[src/inc/ucafr_pkg.sv]
// Package for the USB control, address and frame-number register group.
// Assumes a 32-bit APB register bus and a single 50 MHz system clock.
package ucafr_pkg;

  // ****************************************
  // Register map (byte addresses)
  // ****************************************
  localparam logic [7:0] UCAFR_CONTROL_OFS = 8'h00;
  localparam logic [7:0] UCAFR_ADDRESS_OFS = 8'h04;
  localparam logic [7:0] UCAFR_FRAME_LOW_OFS = 8'h08;
  localparam logic [7:0] UCAFR_FRAME_HIGH_OFS = 8'h0c;

  // ****************************************
  // Control and address register fields
  // ****************************************
  localparam int UCAFR_BIT_J = 7;
  localparam int UCAFR_BIT_SE0 = 6;
  localparam int UCAFR_BIT_PKT = 5;
  localparam int UCAFR_BIT_BUSRST = 4;
  localparam int UCAFR_BIT_HOST_CAPABILITY_ENABLE = 3;
  localparam int UCAFR_BIT_RESUME = 2;
  localparam int UCAFR_BIT_PPRST = 1;
  localparam int UCAFR_BIT_EN = 0;
  localparam int UCAFR_BIT_SLOW = 7;
  localparam logic [7:0] UCAFR_CONTROL_RESET = 8'h00;
  localparam logic [7:0] UCAFR_ADDRESS_RESET = 8'h00;

  // ****************************************
  // Timing
  // ****************************************
  localparam int UCAFR_CLK_HZ = 50000000;
  localparam int UCAFR_SOF_PERIOD_US = 1000;
  localparam int UCAFR_SOF_CYCLES = UCAFR_CLK_HZ / 1000000 * UCAFR_SOF_PERIOD_US;
  localparam int UCAFR_LS_EOP_NS = 1333;
  localparam int UCAFR_LS_EOP_CYCLES = (UCAFR_LS_EOP_NS * 50 + 999) / 1000;

  // ****************************************
  // Carriers
  // ****************************************
  typedef struct packed {
    logic bus_reset_drive;
    logic resume_drive;
    logic ls_eop_drive;
    logic frame_start_pulse;
  } ucafr_line_ctl_t;

  typedef struct packed {
    logic valid;
    logic [10:0] number;
  } ucafr_sof_rx_t;

  typedef enum logic [2:0] {
    UCAFR_RES_IDLE = 3'b001,
    UCAFR_RES_DRIVE = 3'b010,
    UCAFR_RES_EOP = 3'b100
  } ucafr_res_state_t;

endpackage : ucafr_pkg

[src/rtl/ucafr_regs.sv]
// USB control, address and frame-number register group with APB slave.
// Assumes core events (SETUP, SOF, token busy) are pulses or levels on CLK,
// while the raw J and SE0 levels come straight from the transceiver and
// pass a two-flop synchroniser here.
// Assumes one APB master; the slave never inserts wait states.
// Host-mode logic outside this block listens to HOST_LOGIC_RESET.
//
// Implementation choices: the APB interface to the registers and the placing of the registers.
`timescale 1ns/1ps

module ucafr_regs
  import ucafr_pkg::*;
#(
  parameter int SOF_CYCLES = UCAFR_SOF_CYCLES
) (
  // Clock and reset
  input wire logic CLK,
  input wire logic RST_N,
  // APB slave
  input wire logic PSEL,
  input wire logic PENABLE,
  input wire logic PWRITE,
  input wire logic [7:0] PADDR,
  input wire logic [31:0] PWDATA,
  output logic [31:0] PRDATA,
  output logic PREADY,
  output logic PSLVERR,
  // Raw line state from transceiver
  input wire logic LINE_J,
  input wire logic LINE_SE0,
  // Core events
  input wire logic SETUP_RX,
  input wire ucafr_sof_rx_t SOF_RX,
  input wire logic TOKEN_ACTIVE,
  // Controls to core and bus
  output ucafr_line_ctl_t LINE_CTL,
  output logic HOST_LOGIC_RESET,
  output logic MODULE_ENABLE,
  output logic PACKET_HOLD,
  output logic PINGPONG_EVEN_FORCE,
  output logic SLOW_TOKEN,
  output logic [6:0] DEVICE_ADDRESS
);

  // ****************************************
  // Helpers
  // ****************************************
  function automatic logic addr_is(input logic [7:0] a, input logic [7:0] ofs);
    addr_is = (a[7:2] == ofs[7:2]);
  endfunction : addr_is

  logic [1:0] j_sync_r;
  logic [1:0] se0_sync_r;
  logic pkt_dis_r;
  logic bus_rst_r;
  logic host_en_r;
  logic resume_r;
  logic pp_rst_r;
  logic en_r;
  logic slow_r;
  logic [6:0] dev_addr_r;
  logic [10:0] frame_r;
  logic host_rst_r;
  logic [31:0] sof_cnt_r;
  logic sof_pulse_r;
  ucafr_res_state_t res_state_r;
  ucafr_res_state_t res_state_nxt;
  logic [7:0] eop_cnt_r;
  logic [31:0] rdata_nxt;

  wire logic wr_en = PSEL && PENABLE && PWRITE;
  wire logic wr_ctl = wr_en && addr_is(PADDR, UCAFR_CONTROL_OFS);
  wire logic wr_adr = wr_en && addr_is(PADDR, UCAFR_ADDRESS_OFS);
  wire logic mapped = addr_is(PADDR, UCAFR_CONTROL_OFS) || addr_is(PADDR, UCAFR_ADDRESS_OFS)
    || addr_is(PADDR, UCAFR_FRAME_LOW_OFS) || addr_is(PADDR, UCAFR_FRAME_HIGH_OFS);
  // SOF timer is held at zero while not a running host, and restarts on a host toggle
  wire logic sof_stop = !(host_en_r && en_r) || host_rst_r;
  wire logic sof_wrap = (sof_cnt_r == 32'(SOF_CYCLES - 1));

  // ****************************************
  // Line state synchronisers
  // ****************************************
  // Only the second flop of each pair feeds the read path
  always_ff @(posedge CLK or negedge RST_N) begin
    if (!RST_N) begin
      j_sync_r <= 2'h0;
    end else begin
      j_sync_r <= {j_sync_r[0], LINE_J};
    end
  end

  always_ff @(posedge CLK or negedge RST_N) begin
    if (!RST_N) begin
      se0_sync_r <= 2'h0;
    end else begin
      se0_sync_r <= {se0_sync_r[0], LINE_SE0};
    end
  end

  // ****************************************
  // Control register
  // ****************************************
  // Bits 7 and 6 are live flags read from the synchronisers, with no register of their own
  // bus reset bit
  always_ff @(posedge CLK or negedge RST_N) begin
    if (!RST_N) begin
      bus_rst_r <= UCAFR_CONTROL_RESET[UCAFR_BIT_BUSRST];
    end else if (wr_ctl) begin
      bus_rst_r <= PWDATA[UCAFR_BIT_BUSRST];
    end
  end

  always_ff @(posedge CLK or negedge RST_N) begin
    if (!RST_N) begin
      host_en_r <= UCAFR_CONTROL_RESET[UCAFR_BIT_HOST_CAPABILITY_ENABLE];
    end else if (wr_ctl) begin
      host_en_r <= PWDATA[UCAFR_BIT_HOST_CAPABILITY_ENABLE];
    end
  end

  always_ff @(posedge CLK or negedge RST_N) begin
    if (!RST_N) begin
      resume_r <= UCAFR_CONTROL_RESET[UCAFR_BIT_RESUME];
    end else if (wr_ctl) begin
      resume_r <= PWDATA[UCAFR_BIT_RESUME];
    end
  end

  always_ff @(posedge CLK or negedge RST_N) begin
    if (!RST_N) begin
      pp_rst_r <= UCAFR_CONTROL_RESET[UCAFR_BIT_PPRST];
    end else if (wr_ctl) begin
      pp_rst_r <= PWDATA[UCAFR_BIT_PPRST];
    end
  end

  // Module enable in device mode, SOF enable in host mode
  always_ff @(posedge CLK or negedge RST_N) begin
    if (!RST_N) begin
      en_r <= UCAFR_CONTROL_RESET[UCAFR_BIT_EN];
    end else if (wr_ctl) begin
      en_r <= PWDATA[UCAFR_BIT_EN];
    end
  end

  // Packet disable: hardware set beats software clear
  always_ff @(posedge CLK or negedge RST_N) begin
    if (!RST_N) begin
      pkt_dis_r <= UCAFR_CONTROL_RESET[UCAFR_BIT_PKT];
    end else if (SETUP_RX && !host_en_r) begin
      pkt_dis_r <= 1'b1;
    end else if (wr_ctl && !host_en_r) begin
      pkt_dis_r <= PWDATA[UCAFR_BIT_PKT];
    end
  end

  // toggle resets host
  // Any write that flips bit 3 gives one pulse, whichever way it flips;
  // writes that leave bit 3 alone never disturb running host logic.
  always_ff @(posedge CLK or negedge RST_N) begin
    if (!RST_N) begin
      host_rst_r <= 1'b0;
    end else begin
      host_rst_r <= wr_ctl && (PWDATA[UCAFR_BIT_HOST_CAPABILITY_ENABLE] != host_en_r);
    end
  end

  // ****************************************
  // Address register
  // ****************************************
  // low-speed select
  always_ff @(posedge CLK or negedge RST_N) begin
    if (!RST_N) begin
      slow_r <= UCAFR_ADDRESS_RESET[UCAFR_BIT_SLOW];
    end else if (wr_adr) begin
      slow_r <= PWDATA[UCAFR_BIT_SLOW];
    end
  end

  always_ff @(posedge CLK or negedge RST_N) begin
    if (!RST_N) begin
      dev_addr_r <= UCAFR_ADDRESS_RESET[6:0];
    end else if (wr_adr) begin
      dev_addr_r <= PWDATA[6:0];
    end
  end

  // ****************************************
  // Frame number capture
  // ****************************************
  always_ff @(posedge CLK or negedge RST_N) begin
    if (!RST_N) begin
      frame_r <= 11'h000;
    end else if (SOF_RX.valid) begin
      frame_r <= SOF_RX.number;
    end
  end

  // ****************************************
  // SOF generation
  // ****************************************
  // one SOF per 1 ms
  always_ff @(posedge CLK or negedge RST_N) begin
    if (!RST_N) begin
      sof_cnt_r <= 32'h0;
    end else if (sof_stop || sof_wrap) begin
      sof_cnt_r <= 32'h0;
    end else begin
      sof_cnt_r <= sof_cnt_r + 32'h1;
    end
  end

  // First pulse comes one full period after the enable, never at once
  always_ff @(posedge CLK or negedge RST_N) begin
    if (!RST_N) begin
      sof_pulse_r <= 1'b0;
    end else begin
      sof_pulse_r <= !sof_stop && sof_wrap;
    end
  end

  // ****************************************
  // Resume sequencer
  // ****************************************
  // Resume drive starts one cycle after the bit is set. When the bit is
  // cleared in host mode a low-speed EOP of fixed length follows; in
  // device mode the lines are simply released.
  always_comb begin
    res_state_nxt = res_state_r;
    case (res_state_r)
      UCAFR_RES_IDLE: begin
        if (resume_r) begin
          res_state_nxt = UCAFR_RES_DRIVE;
        end
      end
      UCAFR_RES_DRIVE: begin
        if (!resume_r) begin
          res_state_nxt = host_en_r ? UCAFR_RES_EOP : UCAFR_RES_IDLE;
        end
      end
      UCAFR_RES_EOP: begin
        if (eop_cnt_r == 8'(UCAFR_LS_EOP_CYCLES - 1)) begin
          res_state_nxt = UCAFR_RES_IDLE;
        end
      end
      default: begin
        res_state_nxt = UCAFR_RES_IDLE;
      end
    endcase
  end

  always_ff @(posedge CLK or negedge RST_N) begin
    if (!RST_N) begin
      res_state_r <= UCAFR_RES_IDLE;
    end else begin
      res_state_r <= res_state_nxt;
    end
  end

  // EOP length counter, only runs in the EOP state
  always_ff @(posedge CLK or negedge RST_N) begin
    if (!RST_N) begin
      eop_cnt_r <= 8'h00;
    end else if (res_state_r == UCAFR_RES_EOP) begin
      eop_cnt_r <= eop_cnt_r + 8'h01;
    end else begin
      eop_cnt_r <= 8'h00;
    end
  end

  // ****************************************
  // APB read path
  // ****************************************
  always_comb begin
    rdata_nxt = 32'h0;
    if (addr_is(PADDR, UCAFR_CONTROL_OFS)) begin
      rdata_nxt[UCAFR_BIT_J] = j_sync_r[1];
      rdata_nxt[UCAFR_BIT_SE0] = se0_sync_r[1];
      rdata_nxt[UCAFR_BIT_PKT] = host_en_r ? TOKEN_ACTIVE : pkt_dis_r;
      rdata_nxt[UCAFR_BIT_BUSRST] = bus_rst_r;
      rdata_nxt[UCAFR_BIT_HOST_CAPABILITY_ENABLE] = host_en_r;
      rdata_nxt[UCAFR_BIT_RESUME] = resume_r;
      rdata_nxt[UCAFR_BIT_PPRST] = pp_rst_r;
      rdata_nxt[UCAFR_BIT_EN] = en_r;
    end else if (addr_is(PADDR, UCAFR_ADDRESS_OFS)) begin
      rdata_nxt[7:0] = {slow_r, dev_addr_r};
    end else if (addr_is(PADDR, UCAFR_FRAME_LOW_OFS)) begin
      rdata_nxt[7:0] = frame_r[7:0];
    end else if (addr_is(PADDR, UCAFR_FRAME_HIGH_OFS)) begin
      rdata_nxt[2:0] = frame_r[10:8];
    end
  end

  // Read data is captured in the setup cycle, so it is settled well before
  // the access edge at which the master takes it, and holds until the
  // next read setup.
  always_ff @(posedge CLK or negedge RST_N) begin
    if (!RST_N) begin
      PRDATA <= 32'h0;
    end else if (PSEL && !PENABLE && !PWRITE) begin
      PRDATA <= rdata_nxt;
    end
  end

  // read-only bits not stored
  // Zero wait states; unmapped offsets answer with an error and no effect
  assign PREADY = 1'b1;
  assign PSLVERR = PSEL && PENABLE && !mapped;

  // ****************************************
  // Outputs
  // ****************************************
  // reset drive in host only
  assign LINE_CTL.bus_reset_drive = bus_rst_r && host_en_r;
  assign LINE_CTL.resume_drive = (res_state_r == UCAFR_RES_DRIVE);
  assign LINE_CTL.ls_eop_drive = (res_state_r == UCAFR_RES_EOP);
  assign LINE_CTL.frame_start_pulse = sof_pulse_r;
  assign HOST_LOGIC_RESET = host_rst_r;
  // device-mode module enable
  // Bit 0 means SOF enable in host mode, so it must not enable the device
  assign MODULE_ENABLE = en_r && !host_en_r;
  assign PACKET_HOLD = pkt_dis_r && !host_en_r;
  assign PINGPONG_EVEN_FORCE = pp_rst_r;
  assign SLOW_TOKEN = slow_r;
  assign DEVICE_ADDRESS = dev_addr_r;

endmodule : ucafr_regs

[config.mk]
export PLATFORM = sky130hd
export DESIGN_NAME = ucafr_regs
export DESIGN_NICKNAME = d
export VERILOG_FILES = /design/src/inc/ucafr_pkg.sv /design/src/rtl/ucafr_regs.sv
export SDC_FILE = /design/constraint.sdc
export NUM_CORES = 1
export LEC_CHECK = 0
export ABC_AREA = 1
export BUFFER_PORTS_ARGS = -buffer_cell sky130_fd_sc_hd__buf_2
export CAP_MARGIN = 0
export CORE_MARGIN = 3
export CORE_UTILIZATION = 58
export CTS_CLUSTER_SIZE = 20
export DETAILED_ROUTE_END_ITERATION = 8
export PLACE_DENSITY = 0.83
export SYNTH_ARGS = -nofsm -noshare
export SYNTH_HDL_FRONTEND = slang
export SYNTH_SLANG_ARGS = --single-unit
[constraint.sdc]
create_clock -name CLK -period 2.8 [get_ports CLK]
set_input_delay 0.84 -clock CLK [delete_from_list [all_inputs] [get_ports CLK]]
set_output_delay 0.84 -clock CLK [all_outputs]
set_load 0.01 [all_outputs]
; ---- Yosys cells after proc, flatten, opt, wreduce, memory -nomap -nowiden
; Cells that the tools add are included.
[op_classes]
muxes = 15
reduce_logical = 29
add_sub_neg = 2
n_eq_ne = 12
[ops]
columns = op, count
row1 = adder 32 x 1 -> 32 bit (second input constant), 1
row2 = equality test 32 x 16 -> 1 bit (second input constant), 1
row3 = 2-to-1 mux 32 bit, 1
row4 = 2-to-1 mux 8 bit, 3
row5 = 2-to-1 mux 3 bit, 6
row6 = logical AND 1 bit, 15
row7 = equality test 6 x 2 -> 1 bit (second input constant), 2
row8 = one-hot mux 3 bit (3 select lines), 1
row9 = adder 8 x 1 -> 8 bit (second input constant), 1
row10 = equality test 8 x 7 -> 1 bit (second input constant), 1
row11 = equality test 6 x 1 -> 1 bit (second input constant), 1
row12 = zero test 1 bit, 6
row13 = zero test 6 bit, 1
row14 = logical OR 1 bit, 5
row15 = 2-to-1 mux 5 bit, 1
row16 = != test 2 bit (second input constant), 2
row17 = equality test 3 x 1 -> 1 bit (second input constant), 1
row18 = equality test 3 x 2 -> 1 bit (second input constant), 1
row19 = equality test 3 bit (second input constant), 1
row20 = 2-to-1 mux 1 bit, 3
row21 = AND reduction 3 bit, 1
row22 = != test 2 x 1 -> 1 bit (second input constant), 1
row23 = nonzero test 2 bit, 1
row24 = != test 1 bit, 1
[word_totals]
out_inout_bits = 50
in_bits = 61
regBits = 82
elab_cells = 75

; ---- Depth between registers and ports, before layout
[depth]
word_depth = 6
mapped_depth = 9

; ---- Worst setup path before layout
; OpenSTA, ideal clock, no wires.
[synth_timing]
path_kind = input to output
startpoint = in PADDR[5]
endpoint = out PSLVERR
cell_stages = 3
required_ns = 1.960
path_slack_ns = 0.541
n_path_buf = 1
t_arrival_ns = 1.419
path_cell_list = nor2_2 -> buf_2 -> a21oi_1
[synth_between]
elab_chain_cells = 6
word_cells_on_any_way = 9
[synth_lines]
columns = element, line
row1 = from (decl), ucafr_regs.sv:23  ; input wire logic [7:0] PADDR,
row2 = equality test 6 x 1 -> 1 bit or zero test 6 bit (tied branches), ucafr_regs.sv:49  ; addr_is = (a[7:2] == ofs[7:2]);
row3 = logical OR 1 bit, ucafr_regs.sv:74  ; wire logic mapped = addr_is(PADDR, UCAFR_CONTROL_OFS) || addr_is(PADDR, UCAFR_ADDRESS_OFS)
row4 = logical OR 1 bit, ucafr_regs.sv:75  ; || addr_is(PADDR, UCAFR_FRAME_LOW_OFS) || addr_is(PADDR, UCAFR_FRAME_HIGH_OFS);
row5 = logical OR 1 bit *, ucafr_regs.sv:75
row6 = zero test 1 bit *, ucafr_regs.sv:308  ; assign PSLVERR = PSEL && PENABLE && !mapped;
row7 = logical AND 1 bit *, ucafr_regs.sv:308
row8 = to (decl), ucafr_regs.sv:27  ; output logic PSLVERR,
; Every way passes the cells marked *; elsewhere a longest branch is shown, timed or not.

; ---- Worst setup path in the final report
[layout_timing]
startpoint = in PADDR[7]
endpoint = out PSLVERR
; Same word-level chain as after synthesis.

==> metrics <==
DIE HEIGHT 94.59 um; post-synthesis compound-gate area fraction 4.673%; Worst Hold End j_sync_r[1]; Sink Count 82; Initial Util 61.12%; layout cell share with drive strength beyond 1 17.80%; sequential element share of the synthesized area 45.11%; Post-CTS Setup Bufs 0; met3 Usage GRT 4.303%; largest family of logic cells by synthesized area simple AND/OR/NAND/NOR gates; Routed Antenna Nets 0; post-synthesis adder-cell area fraction 0.8246%; Slew Viols, Final 0; M2 GR Usage 39.18%; status finished clean; f_max 0.4264 GHz; ys async rst share 100.0%; part of the cycle the worst path needs 83.75%; vias in the first global route 3717; post-synthesis xor/xnor area fraction 2.694%; Core ar. 0.007447 mm2; Rows 31; post-synthesis mux area share 2.721%; DRC violations left 0; unrepaired setup endpoints after global routing false; Worst EP required 1960 ps; area leader, netlist dfrtp_1; global routing's busiest layer met2; hold_buf cts 0; P per Cell Area 522.1 mW/mm2; Yosys Warn Count 0; Synth Area in Simple Gates 32.79%; total global routing overflow 0; WHS Path Cells 0; post-route setup TNS 0 ps; Vias/cell 5.091; gr usage total 23.92%; commonest cells in the netlist nand2_1 (168), nor2_1 (109), dfrtp_1 (81), inv_1 (56); fillers 619; Layout area overhead 9.978%; DRT iter0 DRCs 233; top cell type's share of synthesized area 44.53%; unique cell type count in the Yosys netlist 34; worst path cell trace buf_2, nor2_2, a21oi_1, buf_2; placer's final routability congestion estimate 0.9535; Max VDD drop 327.7 uV; Pleak 0.002470 uW; Final Critical Period 2345 ps; CP Buf/Inv Count 2; Reg area 0.002053 mm2; Avg WL per Cell 12.60 um; Clock Pin Slew Worst Setup and Hold Paths 80 ps; flop2flop setup slack 830 ps; first-pass GRT wire length 16840 um; TritonCTS Buffers 9; largest cells by area after synthesis dfrtp_1 (45%), nand2_1 (14%), nor2_1 (9.0%), inv_1 (4.6%), buf_4 (4.5%); synthesized area 0.004552 mm2; Post-synth EDFFs 0; die width 94.59 um; Mapped Cells 596; clock buffer depth 2; routing usage on met1 33.02%; r2r endpoint sof_cnt_r[20]; CTS tree done; nets 722; antenna cells 0; detailed placement HPWL 7536 um; Port Buffers 59; Reg2Reg Launch Point sof_cnt_r[0]; skew final 15.53 ps; crit-path max cell delay 270 ps; crit path from PADDR[7]; Startpoint Class input port; critical path depth in cells 4; Pre-Repair DR Iteration Count 5; hold path start j_sync_r[0]; Crit. End Element output port; max cap viols 0; Mapped Avg Cell Area 7.637 um2; length in cells of the worst reg-to-reg path 8; WP data arrival 1510 ps; #FFs+latches synth 82; H-tree depth 3; PostCTS Resize Cnt 0; area of the multi-input gates 0.002083 mm2; initial antenna violation count 0; final hold vios 0; CP max-delay cell nor2_2; root buffer cell clkbuf_8; via count 3879; most frequent cell after synthesis nand2_1; Top delay family on crit path simple AND/OR/NAND/NOR gates; DRT Wirelength 9604 um; Top-Level Pins 111; setup violators final 0; hold crit path type flop to flop; Crit Path Max Fanout 8; Synth Flop Type dfrtp_1; worst skew pair latency 350 ps; Hold WS 353.4 ps; largest net degree at the start of global routing 35; Crit path top cell by count buf_2; CP Class input port to output port; Die ar. 0.008947 mm2
==> per-stage QoR <==
stage / util [%] / total power, uW / setup slack, ps / area, um2 / std cells
6_report: 67.22 / 2614 / 454.9 / 5006 / 762
5_1_grt: 67.22 / 2764 / 392.7 / 5006 / 762
4_1_cts: 67.22 / 2632 / 464.6 / 5006 / 762
3_5_place_dp: 64.89 / 1873 / 439.5 / 4832 / 746
3_3_place_gp: 64.89 / 1846 / 483.4 / 4832 / 746
2_1_floorplan: - / 1753 / 540.7 / 4638 / 619
==> final cells by class <==
cell class / instances / share of cell area (%)
Timing Repair Buffer: 63 / 6.798
Clock buffer: 13 / 2.974
Multi-Input combinational cell: 444 / 41.61
Sequential cell: 82 / 41.01
Inverter: 58 / 4.624
Clock inverter: 3 / 0.4999
Tap cell: 99 / 2.474
==> worst max-delay path by stage <==
stage	to	slack (ps)
6_report	PSLVERR	450
5_1_grt	PSLVERR	390
4_1_cts	PSLVERR	460
3_5_place_dp	HOST_LOGIC_RESET	440
3_3_place_gp	SLOW_TOKEN	480
2_1_floorplan	PSLVERR	540
==> power by group <==
group	internal, uW	switching (uW)
Clock	351	415
Combinational	177	283
Sequential	1290	97.6
Total	1820	795
==> registers in the layout, indices dropped and copies added, names as in the netlist, 2 cells and up <==
register	cells
sof_cnt_r	32
frame_r	11
PRDATA	8
eop_cnt_r	8
DEVICE_ADDRESS	7
res_state_r	3
j_sync_r	2
se0_sync_r	2
==> layout by cell type, fill, tap and decap left out, drive strengths merged <==
master	instances
a21oi	11
buf	63
bufinv	1
clkbuf	13
clkinv	2
clkinvlp	1
conb	25
dfrtp	81
dfstp	1
ha	3
inv	57
mux2	11
nand2	170
nand3	30
nand4	14
nor2	130
nor3	3
nor4	1
o21ai	30
o21bai	1
or2	1
xnor2	4
xor2	10
==> logic make-up (layout without fill, tap and decap cells) <==
group,after synthesis,count (layout)
AND/OR/NAND/NOR,349,349
multiplexers,11,11
flip-flops,82,82
XOR/XNOR,14,14
adder cells (fa/ha/maj),3,3
other,2,25
AO/OA/AOI/OAI,42,42
buffers and inverters,93,137
==> layer usage <==
layer	wire length, um	part of all wire [%]
met4	130	1.4
met1	4341	45
met3	530	5.5
met2	4600	48
met5	0	0
Note: power is estimated with default switching activity, not from simulation.
